==> src/shared/ssw_pkg.sv <==
// constants, state codes and helpers shared by the supply supervisor
package ssw_pkg;

  // clock and divider
  localparam int unsigned CLK_HZ = 25_000_000; // ref_clk rate
  localparam int unsigned CLK_PERIOD_NS = 40; // ref_clk period
  localparam int unsigned TICK_US = 1000; // slow tick period, 1 ms
  localparam int unsigned TICK_CYCLES = CLK_HZ / 1_000_000 * TICK_US;

  // reset hold period in ms ticks
  localparam int unsigned HOLD_SHORT_MS = 150;
  localparam int unsigned HOLD_LONG_MS = 600;

  // watchdog periods in ms ticks
  localparam int unsigned WD_SHORT_MS = 150;
  localparam int unsigned WD_MID_MS = 400;
  localparam int unsigned WD_LONG_MS = 800;

  // low-line to reset delay on power-down
  localparam int unsigned LR_DELAY_NS = 200;
  localparam int unsigned LR_CYCLES = (LR_DELAY_NS + CLK_PERIOD_NS - 1) / CLK_PERIOD_NS;
  localparam int unsigned LR_W = 3; // lr counter width

  // manual reset input must sit still this long
  localparam int unsigned DEBOUNCE_MS = 10;

  // width of the hold and watchdog ms counters
  localparam int unsigned MS_W = 10;

  // watchdog period select codes {hi, lo}
  localparam logic [1:0] WD_CODE_150 = 2'h2;
  localparam logic [1:0] WD_CODE_400 = 2'h1;
  localparam logic [1:0] WD_CODE_800 = 2'h0;
  localparam logic [1:0] WD_CODE_OFF = 2'h3;
  localparam logic [1:0] WD_SEL_RESET = WD_CODE_OFF; // factory default: disabled

  // register map
  localparam int unsigned ADDR_W = 8;
  localparam int unsigned DATA_W = 32;
  localparam logic [7:0] REG_CTRL = 8'h00;
  localparam logic [7:0] REG_STAT = 8'h04;
  localparam int unsigned CTRL_LONG_BIT = 0;
  localparam logic CTRL_LONG_RESET = 1'h0;
  localparam int unsigned STAT_RESET_BIT = 0;
  localparam int unsigned STAT_LOWLINE_BIT = 1;
  localparam int unsigned STAT_SFAIL_BIT = 2;
  localparam int unsigned STAT_BATT_BIT = 3;
  localparam int unsigned STAT_WDOG_BIT = 4;
  localparam int unsigned STAT_BACKUP_BIT = 5;
  localparam int unsigned STAT_WD_LO_BIT = 8;
  localparam int unsigned STAT_WD_HI_BIT = 9;

  // synchroniser lane positions
  localparam int unsigned SYN_PRI = 0;
  localparam int unsigned SYN_SEC = 1;
  localparam int unsigned SYN_BOK = 2;
  localparam int unsigned SYN_BLO = 3;
  localparam int unsigned SYN_BHI = 4;
  localparam int unsigned SYN_V1 = 5;
  localparam int unsigned SYN_MR = 6;
  localparam int unsigned SYN_SCL = 7;
  localparam int unsigned SYN_SDA = 8;
  localparam int unsigned SYN_N = 9;
  localparam logic [8:0] SYN_RESET = 9'h1c0; // button, scl, sda idle high

  // supervisor states
  typedef enum logic [2:0] {
    SSW_HOLD = 3'h1,
    SSW_RUN = 3'h2,
    SSW_DROP = 3'h4
  } ssw_state_t;

  // watchdog limit in ms ticks, zero when disabled
  function automatic logic [MS_W-1:0] ssw_wd_limit(input logic [1:0] sel);
    case (sel)
      WD_CODE_150: ssw_wd_limit = MS_W'(WD_SHORT_MS);
      WD_CODE_400: ssw_wd_limit = MS_W'(WD_MID_MS);
      WD_CODE_800: ssw_wd_limit = MS_W'(WD_LONG_MS);
      default: ssw_wd_limit = '0;
    endcase
  endfunction

  // reset hold limit in ms ticks
  function automatic logic [MS_W-1:0] ssw_hold_limit(input logic long_sel);
    ssw_hold_limit = long_sel ? MS_W'(HOLD_LONG_MS) : MS_W'(HOLD_SHORT_MS);
  endfunction

endpackage

==> src/logic/ssw_debounce.sv <==
// debouncer for the manual reset button
`timescale 1ns/100ps
module ssw_debounce #(
  parameter int unsigned STABLE_MS = ssw_pkg::DEBOUNCE_MS
) (
  input wire logic ref_clk,
  input wire logic rst,
  input wire logic tick,
  input wire logic raw_n,
  output logic clean_n
);
  import ssw_pkg::*;

  localparam int unsigned CW = $clog2(STABLE_MS + 1);

  logic [CW-1:0] still_cnt; // ms ticks the input has differed from clean_n

  // clean edges: level must differ for STABLE_MS ticks before it is taken
  always_ff @(posedge ref_clk or posedge rst) begin
    if (rst) begin
      still_cnt <= '0;
      clean_n <= 1'h1;
    end else if (raw_n == clean_n) begin
      // bounce back resets the wait
      still_cnt <= '0;
    end else if (tick) begin
      if (still_cnt == CW'(STABLE_MS - 1)) begin
        clean_n <= raw_n;
        still_cnt <= '0;
      end else begin
        still_cnt <= still_cnt + 1'b1;
      end
    end
  end

endmodule // ssw_debounce

==> src/logic/ssw_supervisor.sv <==
// supply supervisor: reset, low-line, second supply, battery path, watchdog
`timescale 1ns/100ps
// Function
// - config bit picks 150 or 600 ms hold
// - low-line follows primary drop within 20 us
// - reset follows low-line by 200 ns
// - second fail follows second supply level
// - freeze second monitor when primary and battery low
// - battery path low while primary feeds output
// - two-bit field picks 150/400/800 ms watchdog
// - first scl fall after start restarts watchdog
// - expired watchdog drives its output active
// - period bits writable, default watchdog disabled
// - backup mode stops and clears watchdog count
// - power-on reset until primary held good
// - primary drop asserts reset, hold on return
// - ignore bus during low-supply reset
// - reset held while supply below 1 V
// - backup mode keeps reset, refuses bus
// - battery switch with 60 mV hysteresis
// - manual reset asserts, hold after release
// - manual reset input is debounced
module ssw_supervisor #(
  parameter int unsigned TICK_CYCLES_P = ssw_pkg::TICK_CYCLES,
  parameter int unsigned DEBOUNCE_MS_P = ssw_pkg::DEBOUNCE_MS
) (
  input wire logic ref_clk,
  input wire logic rst,
  input wire logic primary_supply_sense,
  input wire logic second_supply_sense,
  input wire logic backup_cell_ok,
  input wire logic primary_below_batt,
  input wire logic primary_above_batt,
  input wire logic supply_above_1v,
  input wire logic manual_reset_n,
  input wire logic scl_in,
  input wire logic sda_in,
  input wire logic [ssw_pkg::ADDR_W-1:0] reg_addr,
  input wire logic [ssw_pkg::DATA_W-1:0] reg_wdata,
  input wire logic reg_wr,
  input wire logic reg_rd,
  output logic [ssw_pkg::DATA_W-1:0] reg_rdata,
  output logic reset_out_n,
  output logic lowline_n,
  output logic second_supply_fail_n,
  output logic batt_path,
  output logic watchdog_expired_n
);
  import ssw_pkg::*;

  localparam int unsigned TW = $clog2(TICK_CYCLES_P);

  // synchroniser stages
  logic [SYN_N-1:0] sync_a; // first stage, read only by sync_b
  logic [SYN_N-1:0] sync_b; // usable, settled copy
  logic [SYN_N-1:0] sync_p; // one cycle older, for edges

  // slow tick
  logic [TW-1:0] tick_cnt;
  logic tick;

  // supervisor state
  ssw_state_t state;
  ssw_state_t next_state;
  logic [MS_W-1:0] hold_cnt; // ms ticks with release conditions met
  logic [LR_W-1:0] lr_cnt; // cycles spent in the drop window
  logic mr_clean; // debounced button, low = pressed

  // software-visible settings
  logic ctrl_long; // long hold select
  logic [1:0] wd_sel; // {hi, lo} period code

  // watchdog
  logic [MS_W-1:0] wd_cnt; // ms ticks since the last restart
  logic start_seen; // start seen, waiting for the scl fall

  // two-stage sync of every asynchronous input
  always_ff @(posedge ref_clk or posedge rst) begin
    if (rst) begin
      sync_a <= SYN_RESET;
      sync_b <= SYN_RESET;
      sync_p <= SYN_RESET;
    end else begin
      sync_a <= {sda_in, scl_in, manual_reset_n, supply_above_1v, primary_above_batt,
                 primary_below_batt, backup_cell_ok, second_supply_sense,
                 primary_supply_sense};
      sync_b <= sync_a;
      sync_p <= sync_b;
    end
  end

  wire logic pri_s = sync_b[SYN_PRI]; // primary above trip
  wire logic sec_s = sync_b[SYN_SEC]; // second supply above trip
  wire logic bok_s = sync_b[SYN_BOK]; // cell above trip
  wire logic blo_s = sync_b[SYN_BLO]; // primary under the cell band
  wire logic bhi_s = sync_b[SYN_BHI]; // primary over the cell band
  wire logic v1_s = sync_b[SYN_V1]; // core supply valid
  wire logic mr_s = sync_b[SYN_MR]; // button, low = pressed
  wire logic scl_s = sync_b[SYN_SCL];
  wire logic sda_s = sync_b[SYN_SDA];
  wire logic scl_p = sync_p[SYN_SCL]; // one cycle older, for edges
  wire logic sda_p = sync_p[SYN_SDA];

  // 1 ms enable pulse; all long timing runs on it
  always_ff @(posedge ref_clk or posedge rst) begin
    if (rst) begin
      tick_cnt <= '0;
      tick <= 1'h0;
    end else if (tick_cnt == TW'(TICK_CYCLES_P - 1)) begin
      tick_cnt <= '0;
      tick <= 1'h1;
    end else begin
      tick_cnt <= tick_cnt + 1'b1;
      tick <= 1'h0;
    end
  end

  // button cleanup before it can touch reset
  ssw_debounce #(
    .STABLE_MS(DEBOUNCE_MS_P)
  ) u_mr_debounce (
    .ref_clk(ref_clk),
    .rst(rst),
    .tick(tick),
    .raw_n(mr_s),
    .clean_n(mr_clean)
  );

  // switchover with hysteresis: between the two comparators keep the source
  always_ff @(posedge ref_clk or posedge rst) begin
    if (rst) begin
      batt_path <= 1'h0;
    end else if (blo_s) begin
      batt_path <= 1'h1;
    end else if (bhi_s) begin
      batt_path <= 1'h0;
    end
  end

  // indicator is the source flop itself, low while primary feeds output
  // backup mode: primary under trip and under the cell
  wire logic backup = !pri_s && batt_path;
  // second monitor is unpowered once both primary and cell are low
  wire logic mon_on = pri_s || bok_s;
  // release needs good primary, released button, valid core supply
  wire logic release_ok = pri_s && mr_clean && v1_s && !backup;
  // hold length from the config bit
  wire logic [MS_W-1:0] hold_ms = ssw_hold_limit(ctrl_long);

  // supervisor next state
  always_comb begin
    next_state = state;
    case (state)
      SSW_HOLD: begin
        // leave only after a full hold with primary good
        if (release_ok && hold_cnt >= hold_ms) begin
          next_state = SSW_RUN;
        end
      end
      SSW_RUN: begin
        // button and core supply act at once
        if (!mr_clean || !v1_s) begin
          next_state = SSW_HOLD;
        end else if (!pri_s) begin
          next_state = SSW_DROP;
        end
      end
      SSW_DROP: begin
        if (!mr_clean || !v1_s) begin
          next_state = SSW_HOLD;
        end else if (pri_s) begin
          // glitch shorter than the delay, reset never drops
          next_state = SSW_RUN;
        end else if (lr_cnt == LR_W'(LR_CYCLES - 1)) begin
          // reset after the low-line lead time
          next_state = SSW_HOLD;
        end
      end
      default: begin
        next_state = SSW_HOLD;
      end
    endcase
  end

  // state register; power-on lands in hold
  always_ff @(posedge ref_clk or posedge rst) begin
    if (rst) begin
      state <= SSW_HOLD;
    end else begin
      state <= next_state;
    end
  end

  // hold counter restarts whenever a release condition is lost
  always_ff @(posedge ref_clk or posedge rst) begin
    if (rst) begin
      hold_cnt <= '0;
    end else if (state != SSW_HOLD || !release_ok) begin
      hold_cnt <= '0;
    end else if (tick && hold_cnt < hold_ms) begin
      hold_cnt <= hold_cnt + 1'b1;
    end
  end

  // drop window counter, cycles since low-line fell
  always_ff @(posedge ref_clk or posedge rst) begin
    if (rst) begin
      lr_cnt <= '0;
    end else if (state == SSW_DROP) begin
      lr_cnt <= lr_cnt + 1'b1;
    end else begin
      lr_cnt <= '0;
    end
  end

  // reset output from the state decision; low from power-on
  always_ff @(posedge ref_clk or posedge rst) begin
    if (rst) begin
      reset_out_n <= 1'h0;
    end else begin
      reset_out_n <= (next_state != SSW_HOLD);
    end
  end

  // low-line tracks primary, three cycles after the pin
  always_ff @(posedge ref_clk or posedge rst) begin
    if (rst) begin
      lowline_n <= 1'h0;
    end else begin
      lowline_n <= pri_s;
    end
  end

  // second fail follows its comparator while powered
  always_ff @(posedge ref_clk or posedge rst) begin
    if (rst) begin
      second_supply_fail_n <= 1'h1;
    end else if (mon_on) begin
      second_supply_fail_n <= sec_s;
    end
  end

  // bus watched only with primary good and no reset hold
  wire logic bus_ok = pri_s && (state != SSW_HOLD);
  // start: sda falls while scl stays high
  wire logic start_cond = scl_s && scl_p && sda_p && !sda_s;
  // restart on first scl fall after a start
  wire logic wd_restart = bus_ok && start_seen && scl_p && !scl_s;

  // start latch, dropped after use or when the bus is ignored
  always_ff @(posedge ref_clk or posedge rst) begin
    if (rst) begin
      start_seen <= 1'h0;
    end else if (!bus_ok || wd_restart) begin
      start_seen <= 1'h0;
    end else if (start_cond) begin
      start_seen <= 1'h1;
    end
  end

  // period from the two-bit code; code 11 disables
  wire logic [MS_W-1:0] wd_lim = ssw_wd_limit(wd_sel);
  wire logic wd_on = (wd_sel != WD_CODE_OFF);

  // count cleared and frozen in backup, resumes with primary
  always_ff @(posedge ref_clk or posedge rst) begin
    if (rst) begin
      wd_cnt <= '0;
    end else if (backup || !wd_on || wd_restart) begin
      wd_cnt <= '0;
    end else if (tick && wd_cnt < wd_lim) begin
      wd_cnt <= wd_cnt + 1'b1;
    end
  end

  // expiry drives the output low until the next restart, backup mode or disable
  always_ff @(posedge ref_clk or posedge rst) begin
    if (rst) begin
      watchdog_expired_n <= 1'h1;
    end else if (backup || !wd_on || wd_restart) begin
      watchdog_expired_n <= 1'h1;
    end else if (wd_cnt >= wd_lim) begin
      watchdog_expired_n <= 1'h0;
    end
  end

  // settings writes; period defaults to disabled
  always_ff @(posedge ref_clk or posedge rst) begin
    if (rst) begin
      ctrl_long <= CTRL_LONG_RESET;
      wd_sel <= WD_SEL_RESET;
    end else if (reg_wr) begin
      if (reg_addr == REG_CTRL) begin
        ctrl_long <= reg_wdata[CTRL_LONG_BIT];
      end else if (reg_addr == REG_STAT) begin
        wd_sel <= reg_wdata[STAT_WD_HI_BIT:STAT_WD_LO_BIT];
      end
    end
  end

  // read data stands for one cycle only; unmapped reads zero
  always_ff @(posedge ref_clk or posedge rst) begin
    if (rst) begin
      reg_rdata <= '0;
    end else begin
      reg_rdata <= '0;
      if (reg_rd && reg_addr == REG_CTRL) begin
        reg_rdata[CTRL_LONG_BIT] <= ctrl_long;
      end else if (reg_rd && reg_addr == REG_STAT) begin
        reg_rdata[STAT_RESET_BIT] <= !reset_out_n;
        reg_rdata[STAT_LOWLINE_BIT] <= !lowline_n;
        reg_rdata[STAT_SFAIL_BIT] <= !second_supply_fail_n;
        reg_rdata[STAT_BATT_BIT] <= batt_path;
        reg_rdata[STAT_WDOG_BIT] <= !watchdog_expired_n;
        reg_rdata[STAT_BACKUP_BIT] <= backup;
        reg_rdata[STAT_WD_HI_BIT:STAT_WD_LO_BIT] <= wd_sel;
      end
    end
  end
endmodule // ssw_supervisor

==> config.mk <==
export PLATFORM = sky130hd
export DESIGN_NAME = ssw_supervisor
export DESIGN_NICKNAME = d
export VERILOG_FILES = /design/src/shared/ssw_pkg.sv /design/src/logic/ssw_debounce.sv /design/src/logic/ssw_supervisor.sv
export SDC_FILE = /design/constraint.sdc
export NUM_CORES = 1
export LEC_CHECK = 0
export BUFFER_PORTS_ARGS = -buffer_cell sky130_fd_sc_hd__buf_2
export CELL_PAD_IN_SITES_DETAIL_PLACEMENT = 1
export CELL_PAD_IN_SITES_GLOBAL_PLACEMENT = 1
export CORE_ASPECT_RATIO = 1.75
export CORE_MARGIN = 3
export CORE_UTILIZATION = 38
export DETAILED_ROUTE_END_ITERATION = 7
export PLACE_DENSITY = 0.72
export SLEW_MARGIN = 20
export SYNTH_ARGS = -nofsm -noshare
export SYNTH_HDL_FRONTEND = slang
export SYNTH_SLANG_ARGS = --single-unit
export TNS_END_PERCENT = 50
==> constraint.sdc <==
create_clock -name ref_clk -period 2.7 [get_ports ref_clk]
set_clock_uncertainty 0.05 [all_clocks]
set_input_delay 0.405 -clock ref_clk [delete_from_list [all_inputs] [get_ports ref_clk]]
set_output_delay 0.405 -clock ref_clk [all_outputs]
set_load 0.05 [all_outputs]
* After elaboration in Yosys (flattened, before gate mapping)
Cells that the tools add are included.
** Word-level totals
- Register bits after elaboration :: 91
- Input bits :: 53
- Output and inout port bits :: 37
- Word-level logic and storage cells :: 120
** Cells by class
- Add/subtract/negate cells :: 5
- Magnitude comparators :: 4
- Eq/ne operators :: 13
- Muxes and demuxes :: 30
- Bitwise gates (word level) :: 2
- Reductions and logical operators :: 46
** Operator list (number)
- 2-to-1 mux 10 bit :: 5
- one-hot mux 10 bit (3 select lines) :: 1
- 2-to-1 mux 3 bit :: 7
- adder 10 x 1 -> 10 bit (second input constant) :: 2
- greater-or-equal comparator 10 bit :: 2
- less-than comparator 10 bit :: 2
- logical AND 1 bit :: 16
- adder 15 x 1 -> 15 bit (second input constant) :: 1
- == test 15 bit (second input constant) :: 1
- 2-to-1 mux 15 bit :: 1
- logical NOT 1 bit :: 13
- 2-to-1 mux 4 bit :: 3
- nonzero test 2 bit :: 6
- one-hot mux 3 bit (3 select lines) :: 1
- == test 8 x 3 -> 1 bit (second input constant) :: 1
- logical NOT 8 bit :: 1
- 2-to-1 mux 1 bit :: 8
- == test 3 bit (second input constant) :: 2
- logical OR 1 bit :: 6
- 2-to-1 mux 6 bit :: 1
- != test 3 x 1 -> 1 bit (second input constant) :: 2
- AND reduction 3 bit :: 2
- 2-to-1 mux 5 bit :: 1
- adder 4 x 1 -> 4 bit (second input constant) :: 1
- 12 further kinds :: 14

* Depth between registers and ports, before layout
Gate-level depths: netlist of the first run.
- Depth in word-level cells :: 8
- Mapped depth :: 10
- Depth with buffers taken out :: 9

* Cells and area by module
A second synthesis of the first run with hierarchy kept.
** Unflattened totals
- Cells, all modules :: 370
- Area, all modules :: 3995.1 um2
** Modules (own cells, without submodules)
- ssw_supervisor :: times used 1, cells an instance 346, area an instance 3736.1 um2, seq. area each 1993.2 um2
- ssw_debounce :: times used 1, cells an instance 24, area an instance 259.0 um2, seq. area each 126.4 um2

* Least setup slack after synthesis of the first run
Ideal clock, no wire load.
- Path type :: reg-to-reg
- From :: register wd_sel[0]
- To :: register wd_cnt[3]
- Library setup time :: 0.078 ns
- Data arrival time :: 2.461 ns
- Data required time :: 2.572 ns
- Setup slack :: 0.111 ns
- Stages on the path, launching flop included :: 11
- Path buffers :: 1
- Clock period less this slack :: 2.589 ns
- Cell sequence :: dfstp_2 > inv_1 > ha_1 > inv_1 > ha_1 > a211oi_1 > o21ai_1 > a211o_1 > buf_2 > or3_1 > a21oi_1
** On the way
- Word-level cells in the longest chain between the ends :: 5
- Elaborated cells between the ends (all ways) :: 12
- Classes of those cells :: order compare: 1; eq/ne: 3; mux: 2; reduce/logical: 6
** RTL lines
- from (decl) :: RTL line ssw_supervisor.sv:71 : logic [1:0] wd_sel;
- from (signal assigned) :: RTL line ssw_supervisor.sv:296 : wd_sel <= reg_wdata[STAT_WD_HI_BIT:STAT_WD_LO_BIT];
- == test 2 x 1 -> 1 bit (tied with other cells) :: RTL line ssw_pkg.sv:75 : case (sel)
- one-hot mux 10 bit (3 select lines) or logical NOT 1 bit (tied branches) :: RTL line ssw_pkg.sv:75, ssw_supervisor.sv:269
- less-than comparator 10 bit or logical OR 1 bit (tied branches) :: RTL line ssw_supervisor.sv:271, ssw_supervisor.sv:269
- logical AND 1 bit or logical OR 1 bit (tied branches) :: RTL line ssw_supervisor.sv:271, ssw_supervisor.sv:269
- nonzero test 2 bit (no line) or 2-to-1 mux 10 bit (tied branches)
- to (signal assigned) :: RTL line ssw_supervisor.sv:272 : wd_cnt <= wd_cnt + 1'b1;
- to (decl) :: RTL line ssw_supervisor.sv:74 : logic [MS_W-1:0] wd_cnt;
Several ways; a longest one is shown, not always the timed one.
A chain may end at the register's enable or synchronous reset.

* Worst setup path in the final report of the first run
- From :: register wd_sel[0]
- To :: register wd_cnt[5]
The elaborated chain is that of the path after synthesis.

==> results of run 1 <==
## metal layers
metal | GRT usage (%) | wire length, µm | up-vias
li1 | - | - | 1393
met1 | 17.5 | 3460 | 1493
met2 | 31.2 | 5150 | 48
met3 | 3.35 | 264 | 15
met4 | 6.53 | 197 | 0
met5 | 0 | 0 | -
## critical path: cells and delay by family, from the launching register on
kind / cells / cell delay [ps]
AO/OA/AOI/OAI: 3 / 630
buffers and inverters: 1 / 70
flip-flops: 1 / 530
adder cells (fa/ha/maj): 2 / 420
AND/OR/NAND/NOR: 3 / 860
## registers in the layout (all words and copies together) (netlist names), 4 cells and up
name                     count
reg_rdata                    8
sync_a                       9
wd_cnt                      10
sync_b                       9
u_mr_debounce.still_cnt      4
hold_cnt                    10
tick_cnt                    15
## worst max path at each step
| stage | end | cells after the start |
|---|---|---|
| after global placement | wd_cnt[5] | 9 |
| after CTS | wd_cnt[5] | 9 |
| after global routing | wd_cnt[8] | 11 |
| after floorplan | batt_path | 1 |
| final | wd_cnt[5] | 9 |
| after detailed placement | wd_cnt[4] | 10 |
## per-stage QoR
step	setup slack (ps)	area (µm²)	setup TNS, ps
global placement	19.0	4390	0
finish	71.6	4870	0
CTS	0.503	4790	0
global route	-19.7	4870	-42.1
floorplan	103	4150	0
detailed placement	-63.4	4390	-181
## Yosys cell counts (all sizes together) (3+ instances only)
library cell,n,area [µm²]
o31ai,3,22.5
nor3,6,30.0
dfstp,14,368
nand2,19,71.3
o211ai,5,37.5
ha,24,300
a21oi,10,50.1
nor2b,6,37.5
or4,3,22.5
o21ai,16,80.1
nand3,21,105
xnor2,12,105
mux2,5,56.3
buf,25,185
dfrtp,70,1750
xor2,16,140
o21a,4,30.0
nand4b,4,35.0
inv,20,75.1
nor4,4,31.3
clkbuf,5,18.8
or3,5,31.3
and3,9,56.3
nor2,46,173
and4b,3,30.0
## power groups by stage
stage | clock network (W) | registers [W] | logic [W]
after floorplan | 0 | 0.00133 | 0.000156
after detailed placement | 0 | 0.00132 | 0.000188
final | 0.00134 | 0.00130 | 0.000198
after global routing | 0.00142 | 0.00130 | 0.000217
after global placement | 0 | 0.00132 | 0.000183
after CTS | 0.00137 | 0.00130 | 0.000190
## layout make-up
| class | count | area (µm²) | area share [%] |
|---|---|---|---|
| multi-input cells | 269 | 1830 | 37.6 |
| clock buffers | 10 | 229 | 4.71 |
| flip-flops and latches | 84 | 2120 | 43.6 |
| inverters | 20 | 78.8 | 1.62 |
| clock inverters | 6 | 96.3 | 1.98 |
| repair buffers | 57 | 354 | 7.28 |
| well taps | 127 | 159 | 3.27 |
## what timing repair did
item / 4_1_cts / 5_1_grt
setup endpoints to repair: 6 / 9
buffers inserted: 9 / 0
hold endpoints to repair: 0 / 0
gates resized for setup: 2 / 17
pin swaps: 4 / 5
## logic make-up after synthesis
kind of cell | after synthesis
AOI/OAI and AO/OA | 55
muxes | 7
and+or+nand+nor | 131
xor gates and xnor gates | 28
DFF | 84
buffers and inverters | 50
adders and majority gates | 24
other | 1
==> flow_summary.ini, run 1 <==
[detailed_routing]
dr.pass1.iters = 4
wl_per_cell_um = 15.8
drtAntennaViolNets = 0
viasPerCell = 5.15
initialDrtViolationCount = 90
vias = 2949
routed_wl_um = 9070
drc = 0

[placed_design]
hpwlAfterDp_um = 6390
portBuffers = 36
dpl.cell_count = 548
gp_congestion = 0.768

[power]
finalPower_w = 0.00284
seqPwrFrac_pct = 45.8
p_sw_w = 0.000683
p_leak_nw = 2.29
p_int_w = 0.00215
p_clk_share_pct = 47.3
irDropWorstVdd_mv = 0.733
power_frac_comb_pct = 7.0
p_per_area_nw_per_um2 = 583
swShare_pct = 24.1

[sta]
timing_hold_violations_final = 0
worst_slew_pin_slew_ps = 506
final.min_clock_period_ps = 2630
setup_viol = 0
maxSlewHeadroom_pct = 66.2
hold_slack_ps = 99.9
finalCritPeriodShare_pct = 97.3
clock.fmax_ghz = 0.380
drv_slew = 0

[grt]
grt_pass1_wl_um = 15800
track_usage_pct = 16.5
grt_pass1_vias = 3364
globalRouteOverflowTotal = 0
antenna_found_initial = 0
grt_max_degree = 85

[worst_setup_path]
worstSetupStartpoint = wd_sel[0]
crit_fanout = 4
path_cells = inv_1 -> ha_4 -> nor2_2 -> ha_1 -> and4b_1 -> o211a_1 -> a211o_1 -> or4_4 -> a21oi_2
worstPathRequired_ps = 2910
cp_slowest_stage_delay_ps = 530
r2r_end = wd_cnt[5]
crit_arrival_ps = 2840
setup.worst_path.end_class = flip-flop
regToRegSetupSlack_ps = 70
critPathLaunchType = flip-flop
crit-reg2reg-launch = wd_sel[0]
slowest_stage = dfstp_2
path_class = reg2reg
rr_worst_depth = 9

[min_path]
hp-class = in2async

[final_layout]
antenna_cells = 0
num-fill-cells = 1147
final_layout_size_suffix_gt1_share_pct = 24.9
layout_common_cells = 70 x dfrtp_1, 45 x nor2_1, 36 x buf_2
area_growth_pct = 19.7
final_common_cell = dfrtp_1
fin_cells = 573
final_core_util_pct = 47.0
finalNetCount = 518

[floorplan]
initial_utilization_pct = 39.2
core_um2 = 10400
ios = 90
fp.dieW_um = 84.2
die_area_um2 = 12000
rows = 49
die_y_um = 143

[yosys]
synth_area_um2 = 4060
syn_avg_cell_area_um2 = 10.7
synth-compound-area-share_pct = 9.39
async_reset_ff_share_pct = 100
synthAdderAreaFrac_pct = 7.39
yosysSeqAreaShare_pct = 52.2
ys_ff_latch = 84
synth_flop_cell = dfrtp_1
synth_top_family_by_area = simple AND/OR/NAND/NOR gates
yosys_warnings = 0
synthSimpleGateAreaFrac_pct = 16.2
syn_inst = 380
synth_edf_count = 0
synth_cell_types = 49
synth_mux_area_share_pct = 1.88
synth-xor-area-share_pct = 6.03

[clocking]
cts.path.max_buffers = 2
clock_latency_ps = 340
cts_root_buf = clkbuf_16
clock-sinks = 84
cts_hold_buf = 0
cts_tree = yes
clkTransAtPathRegs_ps = 60
htree_levels = 3
cts_buffers = 9

[run]
drv_cap = 0

[status]
status = finished, final reports clean
Power figures use the tool's default switching activity.
==> run 2: changes to the inputs <==
Settings changed: CORE_MARGIN 3 to 5.
==> flow_summary.ini, run 2 (synthesis gave the netlist of run 1 again) <==
[power]
p_per_area_nw_per_um2 = 591
p_int_w = 0.00224
seqPwrFrac_pct = 44.8
swShare_pct = 22.8
power_frac_comb_pct = 7.1
irDropWorstVdd_mv = 0.393
p_clk_share_pct = 48.1
finalPower_w = 0.00291
p_sw_w = 0.000664
p_leak_nw = 2.29

[grt]
grt_pass1_wl_um = 16000
grt_max_degree = 51
globalRouteOverflowTotal = 0
grt_pass1_vias = 3390
track_usage_pct = 16.0
antenna_found_initial = 0

[worst_setup_path]
worstPathRequired_ps = 2910
crit-reg2reg-launch = wd_sel[1]
crit_fanout = 4
rr_worst_depth = 10
critPathTopFamily = compound AO/OA/AOI/OAI gates
r2r_end = wd_cnt[6]
setup.worst_path.end_class = flip-flop
crit_arrival_ps = 2850
slowest_stage = dfstp_2
critical_path_buf_inv_count = 3
critPathLaunchType = flip-flop
cp_slowest_stage_delay_ps = 550
path_cells = inv_4 -> ha_4 -> inv_4 -> ha_4 -> and4b_2 -> o211a_1 -> a211o_1 -> buf_4 -> or3_4 -> a21oi_2
path_class = reg2reg
regToRegSetupSlack_ps = 60

[floorplan]
rows = 50
die_area_um2 = 12900
fp.dieW_um = 88.2
die_y_um = 147
ios = 90
core_um2 = 10600
initial_utilization_pct = 38.4

[detailed_routing]
initialDrtViolationCount = 68
drc = 0
dr.pass1.iters = 4
wl_per_cell_um = 16.9
vias = 2958
routed_wl_um = 9700
drtAntennaViolNets = 0
viasPerCell = 5.16

[final_layout]
finalNetCount = 515
layout_common_cells = 70 x dfrtp_1, 45 x nor2_1, 36 x buf_2
antenna_cells = 0
num-fill-cells = 1178
final_core_util_pct = 46.5
reg_top3 = tick_cnt: 15 flops, hold_cnt: 10 flops, wd_cnt: 10 flops
multi_input_area_um2 = 1880
largest_reg_flops = 15
regMostFlops = tick_cnt
final-seq-area_um2 = 2120
final_layout_size_suffix_gt1_share_pct = 26.0
area_growth_pct = 21.1
final_common_cell = dfrtp_1

[sta]
hold_slack_ps = 74.2
setup_viol = 0
finalCritPeriodShare_pct = 97.8
drv_slew = 0
maxSlewHeadroom_pct = 58.4
timing_hold_violations_final = 0
clock.fmax_ghz = 0.379
rsz0062_at_grt = true
final.min_clock_period_ps = 2640
worst_slew_pin_slew_ps = 624

[clocking]
clkTransAtPathRegs_ps = 60
cts_root_buf = clkbuf_16
cts.path.max_buffers = 2
htree_levels = 3
cts_buffers = 9
clock-sinks = 84
cts_tree = yes
clock_latency_ps = 340
cts_hold_buf = 0

[status]
status = finished, final reports clean

[run]
drv_cap = 0

[min_path]
hp-class = in2async

[placed_design]
portBuffers = 36
hpwlAfterDp_um = 7020
gp_congestion = 0.809
run 2: cell types whose count changed in the layout (fill, tap and decap cells not counted), sizes merged:
cell    before  now
buf         57   54
bufinv       2    3
inv         21   20
run 2: timing repair:
| action | in CTS | in global routing |
|---|---|---|
| pin swaps | 4 | 11 |
| resized for setup | 2 | 29 |
| hold endpoints to repair | 0 | 0 |
| setup buffers | 2 | 3 |
| endpoints found under the setup margin | 6 | 9 |
run 2: metal layers:
metal  share of wire [%]  GRT usage (%)  vias to the layer above
li1                    -              -                     1389
met1                  36           16.4                     1469
met2                  56           29.2                       71
met3                 3.6           4.15                       29
met4                 3.9           7.49                        0
met5                   0              0                        -
run 2: worst max-delay path by stage:
stage,from,end,slack (ps),cells after the start
global placement,wd_sel[1],wd_cnt[5],-20,9
floorplan,rst,batt_path,100,1
detailed placement,wd_sel[1],wd_cnt[5],-130,9
global route,wd_sel[1],wd_cnt[5],-20,9
finish,wd_sel[1],wd_cnt[6],60,10
CTS,wd_sel[1],wd_cnt[2],-50,10
run 2: final cells by class:
| cell class | count | share of cell area (%) |
|---|---|---|
| clock buffer | 10 | 4.65 |
| clock inverter | 6 | 2.26 |
| inverter | 20 | 1.65 |
| multi-input combinational | 269 | 38.2 |
| sequential | 84 | 43.1 |
| tap | 130 | 3.31 |
| timing repair buffer | 54 | 6.82 |
run 2: through the flow:
| stage | worst slack, ps | setup TNS [ps] | instances | cell area, µm² |
|---|---|---|---|---|
| 4_1_cts | -50.4 | -153 | 570 | 4760 |
| 3_5_place_dp | -127 | -422 | 552 | 4400 |
| 2_1_floorplan | 103 | 0 | 403 | 4150 |
| 3_3_place_gp | -18.7 | -42.0 | 552 | 4400 |
| 5_1_grt | -17.1 | -27.9 | 573 | 4920 |
| 6_report | 58.2 | 0 | 573 | 4920 |
run 2: power by group through the flow:
stage | clock network (W) | registers, W | logic, W
after global routing | 0.00149 | 0.00130 | 0.000225
after detailed placement | 0 | 0.00132 | 0.000189
after floorplan | 0 | 0.00133 | 0.000156
final | 0.00140 | 0.00130 | 0.000206
after CTS | 0.00143 | 0.00130 | 0.000190
after global placement | 0 | 0.00132 | 0.000184
==> run 3: changes to the inputs <==
Settings changed: CORE_ASPECT_RATIO 1.75 to 0.7, GPL_ROUTABILITY_DRIVEN from default to 1.
==> flow_summary.ini, run 3 (synthesis gave the netlist of run 1 again) <==
[detailed_routing]
wl_met2_um = 4660
drc = 0
wl_met3_um = 303
top_layer = met4
wl_per_cell_um = 16.6
vias = 2892
viasPerCell = 5.05
met1Wirelength_um = 4450
routed_wl_um = 9540
initialDrtViolationCount = 66
drtAntennaViolNets = 0
dr.pass1.iters = 4

[clocking]
cts_tree = yes
cts_root_buf = clkbuf_16
clock_latency_ps = 340
cts.path.max_buffers = 2
clock-sinks = 84
htree_levels = 3
cts_buffers = 9
clkTransAtPathRegs_ps = 60

[grt]
globalRouteOverflowTotal = 0
grt_pass1_wl_um = 15500
antenna_found_initial = 0
track_usage_pct = 15.3
grt_pass1_vias = 3020
grt_max_degree = 45

[placed_design]
gp_congestion = 0.812
hpwlAfterDp_um = 6650
portBuffers = 36
dpl.cell_count = 552

[worst_setup_path]
regToRegSetupSlack_ps = 70
r2r_end = wd_cnt[4]
setup.worst_path.end_class = flip-flop
crit_fanout = 7
critPathLaunchType = flip-flop
worstPathRequired_ps = 2910
crit_arrival_ps = 2840
rr_worst_depth = 10
crit-reg2reg-launch = wd_sel[0]
path_class = reg2reg

[final_layout]
antenna_cells = 0
reg_top3 = tick_cnt: 15 flops, hold_cnt: 10 flops, wd_cnt: 10 flops
area_growth_pct = 19.9
regMostFlops = tick_cnt
num-fill-cells = 1154
finalNetCount = 513
final_layout_size_suffix_gt1_share_pct = 25.4
final_common_cell = dfrtp_1
layout_common_cells = 70 x dfrtp_1, 45 x nor2_1, 36 x buf_2
largest_reg_flops = 15
fin_cells = 573

[sta]
timing_hold_violations_final = 0
hold_slack_ps = 117
finalCritPeriodShare_pct = 97.4
worst_slew_pin_slew_ps = 579
clock.fmax_ghz = 0.380
drv_slew = 0
setup_viol = 0
maxSlewHeadroom_pct = 61.4
final.min_clock_period_ps = 2630

[min_path]
min_to = sync_a[6]
hp-start = manual_reset_n
hp-class = in2reg
whs_path_depth = 1

[power]
p_leak_nw = 2.28
p_per_area_nw_per_um2 = 587
irDropWorstVdd_mv = 0.376

[floorplan]
core_um2 = 10400
die_y_um = 96.5
die_area_um2 = 12900
initial_utilization_pct = 39.1
ios = 90
rows = 31
fp.dieW_um = 134

[run]
drv_cap = 0

[status]
status = finished, final reports clean
-- run 3: changes by cell type in the layout (fill, tap and decap cells not counted), moves of 2 or more --
cell	delta
ha_4	-2
inv_6	+2
buf_4	-2
inv_4	-2
-- run 3: metal layers --
| layer | vias up | global-route usage (%) |
|---|---|---|
| li1 | 1386 | - |
| met1 | 1453 | 20.2 |
| met2 | 42 | 25.0 |
| met3 | 11 | 4.19 |
| met4 | 0 | 4.37 |
| met5 | - | 0 |
-- run 3: final cells by class --
type,instances,area [µm²],area share (%)
flip-flops and latches,84,2120,43.5
clock inverters,7,105,2.16
inverters,20,76.3,1.57
multi-input cells,269,1860,38.2
repair buffers,52,319,6.55
well taps,132,165,3.39
clock buffers,9,225,4.62
-- run 3: critical path: stages (launching register included) --
cell	delay, ps
dfstp_2	530
inv_1	70
ha_4	240
inv_2	80
ha_4	210
and4b_2	250
o211a_1	140
a211o_1	330
buf_6	150
or3_4	360
a21oi_2	140
-- run 3: through the flow --
stage / setup slack, ps / TNS [ps] / instance area (µm²) / total power (W) / util, %
6_report: 70.1 / 0 / 4870 / 0.00286 / 46.9
5_1_grt: -22.3 / -22.3 / 4870 / 0.00299 / 46.9
4_1_cts: 10.5 / 0 / 4760 / 0.00289 / 45.8
3_5_place_dp: -78.0 / -265 / 4390 / 0.00151 / 42.2
3_3_place_gp: -6.63 / -6.63 / 4390 / 0.00150 / 42.2
2_1_floorplan: 103 / 0 / 4150 / 0.00148 / -
-- run 3: worst max-delay path by stage --
stage / startpoint / endpoint / slack (ps) / cells after the start
after floorplan: rst / batt_path / 100 / 1
after global placement: wd_sel[1] / wd_cnt[5] / -7 / 9
after detailed placement: wd_sel[1] / wd_cnt[3] / -80 / 10
after CTS: wd_sel[1] / wd_cnt[3] / 10 / 10
after global routing: wd_sel[1] / wd_cnt[4] / -20 / 10
final: wd_sel[0] / wd_cnt[4] / 70 / 10
-- run 3: repair_timing --
item,in CTS,in global routing
setup buffers,2,2
pin swaps,4,12
setup endpoints to repair,7,9
hold endpoints to repair,16,0
hold buffers,1,0
gates resized for setup,5,22
-- run 3: power breakdown --
part	internal, W	total (W)	switching [W]
Sequential	0.00129	0.00130	0.0000123
Clock	0.000826	0.00135	0.000528
Combinational	0.0000499	0.000208	0.000158
